`src/usc_pkg.sv`:
```
/*
  Shared types and constants of the service sequencer that sits on the
  physical-layer side of the link to the medium access controller.
  Assumes one clock for the controller, this block and the APB master.
*/
// What this block does
// - On transmit-start, send preamble, then confirm the start of packet transmission.
// - On transmit-end request, stop transmitting, then return transmit-end confirm; code acts on it only in ST_TX_DATA and ignores it in ST_TX_PRE.
// - On receive-start, begin preamble acquisition; later answer with receive-start confirm.
// - Pulse sync indication at end of preamble synchronisation; marks frame start.
// - Return receive-start confirm with vector after whole header or a timeout.
// - Header error is 8 bits; bit 4 checksum, bit 3 rate, bit 2 channel.
// - On receive-end request, stop receiving and issue the end confirm.
// - Length counts payload octets; 0..max standard, 1..max burst.
// - Receive vector reports the body data rate as a 5-bit code.
// - Burst flag zero is standard mode, one means another packet follows.
// - Preamble type selects standard or burst; reserved zero when burst flag clear.
// - Receive vector carries 4-bit time-frequency code and 3-bit band group code.
// - Receive vector delivers the 10-octet frame header copy.
// - Signal strength in decibels from 0, rising with received power.
// - Link quality is 8 bits, rising with assessed link quality.
// - Transmit octets only after start confirm; each octet confirmed before next.
// - Receive octets only after receive confirm; each answered before the next.
// - Pulse a receive-done indication when the complete packet is received.
package usc_pkg;

  // ==========================================================================
  // Register map (byte addresses)
  localparam logic [7:0] CTRL_OFS = 8'h00;
  localparam logic [7:0] STATUS_OFS = 8'h04;
  localparam logic [7:0] RXINFO_OFS = 8'h08;
  localparam logic [7:0] RXQUAL_OFS = 8'h0c;
  localparam logic [7:0] RXHDR0_OFS = 8'h10;
  localparam logic [7:0] RXHDR1_OFS = 8'h14;
  localparam logic [7:0] RXHDR2_OFS = 8'h18;
  localparam logic [7:0] RXOCT_OFS = 8'h1c;
  localparam logic [7:0] TXOCT_OFS = 8'h20;
  localparam logic [7:0] TXINFO_OFS = 8'h24;

  // ==========================================================================
  // Field positions
  localparam int EV_PRE_SENT = 0;
  localparam int EV_SYNC = 1;
  localparam int EV_HDR_DONE = 2;
  localparam int EV_TIMEOUT = 3;
  localparam int EV_PKT_DONE = 4;
  localparam int HERR_CHK_BIT = 4;
  localparam int HERR_RATE_BIT = 3;
  localparam int HERR_CHAN_BIT = 2;
  localparam int ST_W = 7;
  localparam int STATE_POS = 8;
  localparam int BUSY_POS = 11;
  localparam int CNT_POS = 8;

  // ==========================================================================
  // Reset values
  localparam logic [31:0] RXINFO_RST = 32'h0000_0000;
  localparam logic [23:0] RXQUAL_RST = 24'h00_0000;
  localparam logic [79:0] HDR_RST = 80'h0;

  // ==========================================================================
  // Types
  typedef enum logic [2:0] {
    ST_IDLE, ST_TX_PRE, ST_TX_DATA, ST_RX_ACQ, ST_RX_HDR, ST_RX_DATA
  } usc_state_e;

  typedef struct packed {
    logic [11:0] length;
    logic [4:0] rate;
    logic burst;
    logic pre_type;
    logic [1:0] scrambler;
    logic [2:0] tx_power;
    logic [3:0] time_freq_code;
    logic [2:0] band_group_code;
    logic [79:0] frame_header_copy;
  } usc_txv_s;

  typedef struct packed {
    logic [11:0] length;
    logic [4:0] rate;
    logic burst;
    logic pre_type;
    logic [3:0] time_freq_code;
    logic [2:0] band_group_code;
    logic [79:0] frame_header_copy;
    logic [7:0] header_error;
    logic [7:0] signal_strength;
    logic [7:0] link_quality;
  } usc_rxv_s;

  typedef struct packed {
    logic tx_start_req;
    usc_txv_s tx_param_vector;
    logic tx_end_req;
    logic rx_start_req;
    logic rx_end_req;
    logic octet_tx_req;
    logic [7:0] octet_tx_data;
    logic octet_rx_rsp;
  } usc_mac_s;

  typedef struct packed {
    logic tx_start_cfm;
    logic tx_end_cfm;
    logic rx_start_cfm;
    usc_rxv_s rx_param_vector;
    logic rx_sync_ind;
    logic rx_done_ind;
    logic rx_end_cfm;
    logic octet_tx_cfm;
    logic octet_rx_ind;
    logic [7:0] octet_rx_data;
  } usc_phy_s;

  typedef struct packed {
    logic psel;
    logic penable;
    logic pwrite;
    logic [7:0] paddr;
    logic [31:0] pwdata;
  } usc_apb_req_s;

  typedef struct packed {
    logic pready;
    logic [31:0] prdata;
    logic pslverr;
  } usc_apb_rsp_s;

  typedef struct packed {
    usc_state_e state;
    usc_phy_s phy;
    logic [31:0] rxinfo;
    logic [23:0] rxqual;
    logic [79:0] hdr;
    usc_txv_s txv;
    logic [7:0] tx_last;
    logic [15:0] tx_count;
    logic rx_busy;
    logic [31:0] prdata;
    logic pslverr;
  } usc_core_s;

endpackage : usc_pkg

```
`src/usc_core.sv`:
```
/*
  Physical-layer end of the controller service link: transmit and receive
  start/end handshakes, octet handshakes and the receive vector, with an
  APB register file through which modem firmware reports air events.
  Assumes the controller logic and the APB master share pclk.
*/
// Design decisions made here: the APB register port and the address map.
`timescale 1ns/1ps
module usc_core (
  input wire logic pclk,
  input wire logic presetn,
  input usc_pkg::usc_apb_req_s apb_req,
  output usc_pkg::usc_apb_rsp_s apb_rsp,
  input usc_pkg::usc_mac_s mac,
  output usc_pkg::usc_phy_s phy
);
  import usc_pkg::*;

  // ==========================================================================
  // State
  usc_core_s r_reg;
  usc_core_s r_next;
  usc_rxv_s rx_vec;
  logic [ST_W-1:0] st_set;
  logic [ST_W-1:0] st_clr;
  logic [ST_W-1:0] st_q;
  logic wr;
  logic rd_setup;
  logic [4:0] ev;
  logic rx_push;
  logic rx_refused;
  logic rx_timeout;
  logic in_rx;

  // ==========================================================================
  // APB decode
  always_comb begin
    wr = apb_req.psel & apb_req.penable & apb_req.pwrite;
    rd_setup = apb_req.psel & ~apb_req.penable;
    ev = (wr && apb_req.paddr == CTRL_OFS) ? apb_req.pwdata[4:0] : 5'h00;
    rx_push = wr && apb_req.paddr == RXOCT_OFS;
    rx_timeout = ev[EV_TIMEOUT] && (r_reg.state == ST_RX_ACQ || r_reg.state == ST_RX_HDR);
    in_rx = r_reg.state == ST_RX_ACQ || r_reg.state == ST_RX_HDR || r_reg.state == ST_RX_DATA;
    rx_refused = rx_push && (r_reg.state != ST_RX_DATA || r_reg.rx_busy);
  end

  usc_rxv_pack u_rxv (
    .rxinfo(r_reg.rxinfo),
    .rxqual(r_reg.rxqual),
    .hdr(r_reg.hdr),
    .timeout(rx_timeout),
    .vec(rx_vec)
  );

  // ==========================================================================
  // Status flags
  always_comb begin
    st_set = '0;
    st_set[0] = mac.tx_start_req;
    st_set[1] = mac.tx_end_req;
    st_set[2] = mac.rx_start_req;
    st_set[3] = mac.rx_end_req;
    st_set[4] = mac.octet_tx_req;
    st_set[5] = mac.octet_rx_rsp;
    st_set[6] = rx_refused;
    st_clr = (wr && apb_req.paddr == STATUS_OFS) ? apb_req.pwdata[ST_W-1:0] : '0;
  end

  usc_sticky #(.W(ST_W)) u_status (
    .pclk(pclk),
    .presetn(presetn),
    .set(st_set),
    .clr(st_clr),
    .q(st_q)
  );

  // ==========================================================================
  // Sequencer and register file
  always_comb begin
    r_next = r_reg;
    r_next.phy.tx_start_cfm = 1'b0;
    r_next.phy.tx_end_cfm = 1'b0;
    r_next.phy.rx_start_cfm = 1'b0;
    r_next.phy.rx_sync_ind = 1'b0;
    r_next.phy.rx_done_ind = 1'b0;
    r_next.phy.rx_end_cfm = 1'b0;
    r_next.phy.octet_tx_cfm = 1'b0;
    r_next.phy.octet_rx_ind = 1'b0;

    // Register writes
    if (wr) begin
      unique case (apb_req.paddr)
        RXINFO_OFS: r_next.rxinfo = apb_req.pwdata;
        RXQUAL_OFS: r_next.rxqual = apb_req.pwdata[23:0];
        RXHDR0_OFS: r_next.hdr[31:0] = apb_req.pwdata;
        RXHDR1_OFS: r_next.hdr[63:32] = apb_req.pwdata;
        RXHDR2_OFS: r_next.hdr[79:64] = apb_req.pwdata[15:0];
        default: ;
      endcase
    end

    unique case (r_reg.state)
      ST_IDLE: begin
        if (mac.tx_start_req) begin
          r_next.txv = mac.tx_param_vector;
          r_next.tx_count = 16'h0000;
          r_next.state = ST_TX_PRE;
        end else if (mac.rx_start_req) begin
          r_next.state = ST_RX_ACQ;
        end
      end
      ST_TX_PRE: begin
        // Confirm once the firmware reports the preamble on air
        if (ev[EV_PRE_SENT]) begin
          r_next.phy.tx_start_cfm = 1'b1;
          r_next.state = ST_TX_DATA;
        end
      end
      ST_TX_DATA: begin
        if (mac.octet_tx_req) begin
          r_next.phy.octet_tx_cfm = 1'b1;
          r_next.tx_last = mac.octet_tx_data;
          r_next.tx_count = r_reg.tx_count + 16'h0001;
        end
        if (mac.tx_end_req) begin
          r_next.phy.tx_end_cfm = 1'b1;
          r_next.state = ST_IDLE;
        end
      end
      ST_RX_ACQ: begin
        if (ev[EV_SYNC]) begin
          r_next.phy.rx_sync_ind = 1'b1;
          r_next.state = ST_RX_HDR;
        end
      end
      ST_RX_HDR: begin
        if (ev[EV_HDR_DONE]) begin
          r_next.state = ST_RX_DATA;
        end
      end
      ST_RX_DATA: begin
        if (rx_push && !r_reg.rx_busy) begin
          r_next.phy.octet_rx_ind = 1'b1;
          r_next.phy.octet_rx_data = apb_req.pwdata[7:0];
          r_next.rx_busy = 1'b1;
        end
        if (ev[EV_PKT_DONE]) begin
          r_next.phy.rx_done_ind = 1'b1;
        end
      end
    endcase

    // Header complete or timed out: confirm with the vector
    if ((r_reg.state == ST_RX_HDR && ev[EV_HDR_DONE]) || rx_timeout) begin
      r_next.phy.rx_start_cfm = 1'b1;
      r_next.phy.rx_param_vector = rx_vec;
      r_next.state = ST_RX_DATA;
    end
    if (mac.octet_rx_rsp) begin
      r_next.rx_busy = 1'b0;
    end

    // Abort or finish of reception from any receive state
    if (in_rx && mac.rx_end_req) begin
      r_next.phy.rx_end_cfm = 1'b1;
      r_next.rx_busy = 1'b0;
      r_next.state = ST_IDLE;
    end

    // Read data is captured in the setup phase
    if (rd_setup) begin
      r_next.prdata = 32'h0000_0000;
      r_next.pslverr = 1'b0;
      unique case (apb_req.paddr)
        CTRL_OFS: r_next.prdata = 32'h0000_0000;
        STATUS_OFS: begin
          r_next.prdata[ST_W-1:0] = st_q;
          r_next.prdata[STATE_POS +: 3] = r_reg.state;
          r_next.prdata[BUSY_POS] = r_reg.rx_busy;
        end
        RXINFO_OFS: r_next.prdata = r_reg.rxinfo;
        RXQUAL_OFS: r_next.prdata = {8'h00, r_reg.rxqual};
        RXHDR0_OFS: r_next.prdata = r_reg.hdr[31:0];
        RXHDR1_OFS: r_next.prdata = r_reg.hdr[63:32];
        RXHDR2_OFS: r_next.prdata = {16'h0000, r_reg.hdr[79:64]};
        RXOCT_OFS: r_next.prdata[BUSY_POS] = r_reg.rx_busy;
        TXOCT_OFS: r_next.prdata = {8'h00, r_reg.tx_count, r_reg.tx_last};
        TXINFO_OFS: r_next.prdata = {1'b0, r_reg.txv.band_group_code, r_reg.txv.time_freq_code,
                                     r_reg.txv.tx_power, r_reg.txv.scrambler, r_reg.txv.pre_type,
                                     r_reg.txv.burst, r_reg.txv.rate, r_reg.txv.length};
        default: r_next.pslverr = 1'b1;
      endcase
    end
  end

  always_ff @(posedge pclk or negedge presetn) begin
    if (!presetn) begin
      r_reg <= '0;
      r_reg.state <= ST_IDLE;
      r_reg.rxinfo <= RXINFO_RST;
      r_reg.rxqual <= RXQUAL_RST;
      r_reg.hdr <= HDR_RST;
    end else begin
      r_reg <= r_next;
    end
  end

  // ==========================================================================
  // Outputs
  assign phy = r_reg.phy;
  // Zero wait states: every access cycle completes
  assign apb_rsp = '{pready: 1'b1, prdata: r_reg.prdata, pslverr: r_reg.pslverr};
endmodule : usc_core

```
`src/usc_sticky.sv`:
```
/*
  Sticky status bits, write-one-to-clear.
  Assumes set and clear strobes come from the same clock domain.
*/
`timescale 1ns/1ps
module usc_sticky #(
  parameter int W = 8
) (
  input wire logic pclk,
  input wire logic presetn,
  input wire logic [W-1:0] set,
  input wire logic [W-1:0] clr,
  output logic [W-1:0] q
);
  logic [W-1:0] q_reg;
  logic [W-1:0] q_next;

  // A set in the clearing cycle wins
  always_comb begin
    q_next = (q_reg & ~clr) | set;
  end

  always_ff @(posedge pclk or negedge presetn) begin
    if (!presetn) begin
      q_reg <= '0;
    end else begin
      q_reg <= q_next;
    end
  end

  assign q = q_reg;
endmodule : usc_sticky

```
`src/usc_rxv_pack.sv`:
```
/*
  Builds the receive parameter vector from the values the modem firmware
  loaded. Assumes inputs are stable register contents.
*/
`timescale 1ns/1ps
module usc_rxv_pack (
  input wire logic [31:0] rxinfo,
  input wire logic [23:0] rxqual,
  input wire logic [79:0] hdr,
  input wire logic timeout,
  output usc_pkg::usc_rxv_s vec
);
  import usc_pkg::*;

  always_comb begin
    vec = '0;
    // A timed-out header reports no payload
    vec.length = timeout ? 12'h000 : rxinfo[11:0];
    vec.rate = rxinfo[16:12];
    vec.burst = rxinfo[17];
    vec.pre_type = rxinfo[17] & rxinfo[18];
    vec.time_freq_code = rxinfo[22:19];
    vec.band_group_code = rxinfo[25:23];
    vec.frame_header_copy = hdr;
    vec.header_error[HERR_CHK_BIT] = rxqual[0];
    vec.header_error[HERR_RATE_BIT] = rxqual[1];
    vec.header_error[HERR_CHAN_BIT] = rxqual[2];
    vec.signal_strength = rxqual[15:8];
    vec.link_quality = rxqual[23:16];
  end
endmodule : usc_rxv_pack

```
`config.mk`:
```
export PLATFORM = sky130hd
export DESIGN_NAME = usc_core
export DESIGN_NICKNAME = d
export VERILOG_FILES = /design/src/usc_pkg.sv /design/src/usc_core.sv /design/src/usc_sticky.sv /design/src/usc_rxv_pack.sv
export SDC_FILE = /design/constraint.sdc
export NUM_CORES = 1
export LEC_CHECK = 0
export ABC_CLOCK_PERIOD_IN_PS = 2600
export BUFFER_PORTS_ARGS = -buffer_cell sky130_fd_sc_hd__clkbuf_2
export CORE_ASPECT_RATIO = 1.5
export CORE_MARGIN = 5
export CORE_UTILIZATION = 50
export CTS_BUF_LIST = sky130_fd_sc_hd__clkbuf_8 sky130_fd_sc_hd__clkbuf_16
export DETAILED_ROUTE_END_ITERATION = 8
export GPL_TIMING_DRIVEN = 0
export PLACE_DENSITY = 0.74
export SLEW_MARGIN = 10
export SYNTH_ARGS = -nofsm -noshare
export SYNTH_HDL_FRONTEND = slang
export SYNTH_SLANG_ARGS = --single-unit
```
`constraint.sdc`:
```
create_clock -name pclk -period 2.6 [get_ports pclk]
set_input_delay 0.52 -clock pclk [delete_from_list [all_inputs] [get_ports pclk]]
set_output_delay 0.52 -clock pclk [all_outputs]
set_load 0.02 [all_outputs]
```
==> results of run 1 <==
metal layers:
metal	GRT usage	up-vias	wire, um
met4	0.118	0	2470
li1	-	5266	-
met3	0.0425	141	3230
met1	0.304	6001	18400
met2	0.452	529	25900
met5	0	-	0
stage by stage:
step	setup TNS (ns)	power, mW	cells	hold WS, ns
CTS	0	12.9	2110	0.145
floorplan	0	7.04	1351	0.224
finish	-0.0206	12.9	2109	0.161
global route	-0.00197	13.3	2109	0.166
global placement	-2795.51	7.46	2034	0.463
detailed placement	-130.46	7.54	2039	0.425
kinds of logic after synthesis:
group / count (synthesis)
flip-flops: 376
multiplexers: 314
buffers and inverters: 264
AND/OR/NAND/NOR: 194
AO/OA/AOI/OAI: 184
XOR/XNOR: 12
other: 2
adder cells (fa/ha/maj): 1
cell usage after synthesis (all sizes together), types with 4 or more instances:
| cell | instances |
|---|---|
| a21o | 10 |
| a21oi | 8 |
| a222oi | 10 |
| a22o | 10 |
| a22oi | 61 |
| a31oi | 17 |
| a32oi | 4 |
| and2 | 4 |
| and3 | 10 |
| buf | 215 |
| clkbuf | 44 |
| dfrtp | 376 |
| inv | 5 |
| mux2 | 299 |
| mux2i | 15 |
| nand2 | 47 |
| nand3 | 12 |
| nand3b | 6 |
| nand4 | 6 |
| nor2 | 58 |
| nor3 | 15 |
| nor3b | 7 |
| nor4b | 6 |
| o2111ai | 6 |
| o21a | 8 |
| o21ai | 24 |
| o22ai | 4 |
| xnor2 | 4 |
| xor2 | 8 |
what timing repair did:
| action | CTS | global route |
|---|---|---|
| hold buffers | 1 | 0 |
| resized for setup | 12 | 6 |
| pin swaps | 1 | 0 |
| setup buffers | 3 | 0 |
| endpoints found under the hold margin | 24 | 0 |
| setup endpoints to repair | 85 | 42 |
worst min-delay path by stage:
stage / startpoint / to / depth (start not counted)
finish: mac[0] / r_reg[33] / 2
global placement: apb_rsp[8] / apb_rsp[8] / 1
global route: mac[0] / r_reg[33] / 2
detailed placement: presetn / phy[95] / 1
floorplan: presetn / apb_rsp[0] / 0
CTS: mac[0] / r_reg[33] / 2
report_power, final:
| group | internal [mW] | switching, mW | total [mW] | leakage [nW] |
|---|---|---|---|---|
| sequential | 6.22 | 0.279 | 6.50 | 5.11 |
| combinational | 0.447 | 0.501 | 0.948 | 5.05 |
| clock | 3.12 | 2.30 | 5.42 | 0.631 |
area by class of cell:
| type | instances | area [um^2] |
|---|---|---|
| clock inverter | 18 | 126 |
| multi-input combinational | 711 | 6250 |
| fill | 2742 | 13600 |
| sequential | 376 | 9410 |
| inverter | 5 | 18.8 |
| clock buffer | 49 | 1110 |
| buffer | 258 | 1730 |
| tap | 425 | 532 |
| timing repair buffer | 267 | 1450 |
==> flow_summary.toml, run 1 <==
[outcome]
outcome = "finished with violations"
failed_checks = "negative setup slack"

[sta]
finalMaxSlewViolations = 0
tightest_slew_ns = 1.12
setup_viol = 1
slew_headroom = 0.248
fin_crit_ns = 2.62
worst_slack_ns = -0.0206
clock.fmax_mhz = 382
final-hold-violation-count = 0
rsz0062_at_grt = "true"
clock_skew_ns = 0.0169
finalCritPeriodShare = 1.01

[drt]
dr_total_vias = 11900
wl_per_cell_um = 23.7
drt-total-wl_um = 50000
antenna_left = 0
first_iter_violations = 941
dr.pass1.iters = 8
drc_errors = 0
viasPerCell = 5.66

[logic_synthesis]
synthCells = 1347
yosys.area_share.simple = 0.0594
synth_xor_area_frac = 0.00607
synth-compound-area-share = 0.0779
ys_ff_latch = 376
netlist.area_leader.share = 0.543
synth_flop_cell = "dfrtp_1"
synth_top_area_cell = "dfrtp_1"
netlist_area_um2 = 17300
async_flop_share = 1.00
synth.avg_cell_area_um2 = 12.9
synth_top_family_by_area = "multiplexers"
ys_types = 68
synth_edf_count = 0
synthAdderAreaFrac = 0.000722
synth.area.top_cells = "dfrtp_1 (54%), mux2_2 (17%), buf_4 (7.8%)"
ys_warn_count = 0
synth_mux_area_frac = 0.211
seq_area_frac_synth = 0.543

[critical_path]
end_kind = "flip-flop"
cp-start-kind = "primary input"
r2r-start = "r_reg[452]"
cp_slowest_cell = "nor3_1"
crit_arrival_ns = 3.05
crit_type = "primary input to flip-flop"
cp_num_cells = 7
crit_fanout = 10
critPathLaunch = "apb_req[33]"
critPathRequiredTime_ns = 3.03
r2r_slack_ns = 0.05
cpPeakStageDelay_ns = 0.88
crit_end = "u_status.q[3]"
crit_buf_inv = 3
r2r_cells = 8
r2r_end = "phy[126]"
path_cells = "clkbuf_2 -> or4b_2 -> clkbuf_1 -> buf_2 -> nor3_1 -> nand2_1 -> a21o_1"
cpLargestDelayFamily = "simple AND/OR/NAND/NOR gates"

[die]
fp.dieH_um = 238
core_area_um2 = 34300
initial_core_util = 0.505
dieWidth_um = 162
fp-row-count = 83
dieArea_um2 = 38500
ios = 350

[global_route]
grt_pass1_vias = 12600
antenna_found_initial = 0
overflow = 0
grt_max_degree = 97
grtUsageTotal = 0.256
grt_first_pass_wirelength_um = 75200

[clock_tree]
cts.reportedPaths.clkPinSlew_ns = 0.06
clkSinkCount = 376
clk_path_buf_depth = 3
tritoncts = "done"
worstSkewPairLatency_ns = 0.54
cts-root-buf = "clkbuf_16"
numCtsBuffers = 37
htreeDepth = 2

[placement]
dpl_cell_area_um2 = 19300
post-place-ws_ns = -0.944
place_hpwl_um = 36600
numPortBuffers = 258
routabilityCongestion = 0.939

[cells_and_area]
synthToLayoutAreaGrowth_pct = 19.1
finalNetCount = 1827
final_cell_mix = "dfrtp_1 (376), clkbuf_2 (263), mux2_2 (254)"
layout_commonest_cell = "dfrtp_1"
final_cell_area_um2 = 20600
largest_reg_flops = 195
diodes = 0
utilization = 0.602
drive_gt1_frac = 0.509

[power_and_ir_drop]
leakagePower_nw = 10.8
irDropWorstVdd_mv = 0.433
p_per_area_nw_per_um2 = 624

[job]
cap_violations = 0

[worst_hold_path]
hp-class = "primary input to flip-flop"
Power figures use the tool's default switching activity.
==> run 2, diff against run 1 <==
--- a/config.mk
+++ b/config.mk
@@ -18,3 +18,4 @@
 export SYNTH_ARGS = -nofsm -noshare
 export SYNTH_HDL_FRONTEND = slang
 export SYNTH_SLANG_ARGS = --single-unit
+export TNS_END_PERCENT = 50
==> flow_summary.toml, run 2 (synthesis gave the netlist of run 1 again) <==
[sta]
setup_viol = 22
tns_ns = -0.685
fin_crit_ns = 2.67
clock_skew_ns = 0.0182
tightest_slew_ns = 1.09
final-hold-violation-count = 0
clock.fmax_mhz = 375
worst_slack_ns = -0.0673
finalMaxSlewViolations = 0
rsz0062_at_grt = "true"
finalCritPeriodShare = 1.03
slew_headroom = 0.267

[cells_and_area]
drive_gt1_frac = 0.508
final_cell_mix = "dfrtp_1 (376), clkbuf_2 (261), mux2_2 (254)"
multi_input_area_um2 = 6250
diodes = 0
fin_cells = 2109
layout_commonest_cell = "dfrtp_1"
synthToLayoutAreaGrowth_pct = 19.1
nFillCells = 2743
finalNetCount = 1827
largest_reg_flops = 195
final_cell_area_um2 = 20600
seqCellArea_um2 = 9410

[clock_tree]
clk_path_buf_depth = 3
numCtsBuffers = 37
cts.reportedPaths.clkPinSlew_ns = 0.06
worstSkewPairLatency_ns = 0.54
tritoncts = "done"
htreeDepth = 2
cts-root-buf = "clkbuf_16"
clkSinkCount = 376

[critical_path]
critPathLaunch = "apb_req[38]"
r2r-start = "r_reg[452]"
crit_arrival_ns = 3.08
crit_type = "primary input to flip-flop"
cp-start-kind = "primary input"
critPathRequiredTime_ns = 3.01
end_kind = "flip-flop"
crit_fanout = 10

[drt]
dr.pass1.iters = 8
viasPerCell = 5.69
antenna_left = 0
drt-total-wl_um = 50000
first_iter_violations = 916
drc_errors = 0
dr_total_vias = 12000
wl_per_cell_um = 23.7

[global_route]
grt_pass1_vias = 12600
grt_first_pass_wirelength_um = 75200
overflow = 0
grt_max_degree = 97
antenna_found_initial = 0
grtUsageTotal = 0.256

[power_and_ir_drop]
p_per_area_nw_per_um2 = 624
irDropWorstVdd_mv = 0.433
finalPower_mw = 12.9
leakagePower_nw = 10.8

[die]
dieWidth_um = 162
core_area_um2 = 34300
fp.dieH_um = 238
ios = 350
fp-row-count = 83
initial_core_util = 0.505
dieArea_um2 = 38500

[outcome]
failed_checks = "negative setup slack"
outcome = "finished with violations"

[placement]
numPortBuffers = 258
routabilityCongestion = 0.939
placed_cells = 2039
post-place-ws_ns = -0.944
dpl_cell_area_um2 = 19300
place_hpwl_um = 36600

[worst_hold_path]
hold_path.startpoint = "mac[0]"
hp-class = "primary input to flip-flop"

[job]
cap_violations = 0
[run 2: cell count changes in the layout (fill, tap and decap cells not counted)]
| cell | previous run | this run |
|---|---|---|
| clkbuf_1 | 37 | 39 |
| clkbuf_2 | 263 | 261 |
[run 2: path summary, 6_finish.rpt]
| check | endpoint | slack (ns) | depth (start not counted) |
|---|---|---|---|
| hold / removal | r_reg[33] | 0.16 | 2 |
| setup reg to reg | phy[126] | 0.05 | 8 |
| setup / recovery | r_reg[258] | -0.07 | 6 |
| min in group asynchronous | phy[95] | 0.43 | 2 |
| max in group asynchronous | phy[78] | 0.98 | 4 |
| hold reg to reg | u_status.q[1] | 0.48 | 1 |
[run 2: critical path, cell delays in order]
cell and delay, ns:
clkbuf_1 0.21, or4_4 0.61, nor3_2 0.52, nand2_1 0.35, clkbuf_1 0.47, mux2_2 0.40
[run 2: layer usage]
| metal | part of all wire | wire, um | global-route usage | vias to the layer above |
|---|---|---|---|---|
| li1 | - | - | - | 5267 |
| met1 | 0.37 | 18400 | 0.304 | 6051 |
| met2 | 0.52 | 25900 | 0.452 | 550 |
| met3 | 0.064 | 3220 | 0.0425 | 140 |
| met4 | 0.049 | 2470 | 0.118 | 0 |
| met5 | 0 | 0 | 0 | - |
[run 2: what timing repair did]
action | CTS | global route
gates resized for setup | 9 | 6
hold endpoints to repair | 24 | 0
hold buffers | 1 | 0
setup buffers | 3 | 0
pin swaps | 1 | 0
endpoints found under the setup margin | 85 | 93
[run 2: area by class of cell]
type,instances,share of cell area
flip-flops and latches,376,0.456
multi-input cells,711,0.303
plain buffers,258,0.0839
repair buffers,267,0.0703
clock buffers,49,0.0540
well taps,425,0.0258
clock inverters,18,0.00613
inverters,5,0.000910
[run 2: per-stage QoR]
step	hold slack [ns]	utilization
detailed placement	0.425	0.563
global route	0.166	0.602
CTS	0.145	0.601
finish	0.162	0.602
floorplan	0.224	-
global placement	0.463	0.559
[run 2: where the power goes]
| part | switching [mW] | total [mW] | internal, mW |
|---|---|---|---|
| sequential | 0.278 | 6.50 | 6.22 |
| combinational | 0.499 | 0.946 | 0.447 |
| clock | 2.30 | 5.43 | 3.12 |
| total | 3.08 | 12.9 | 9.79 |
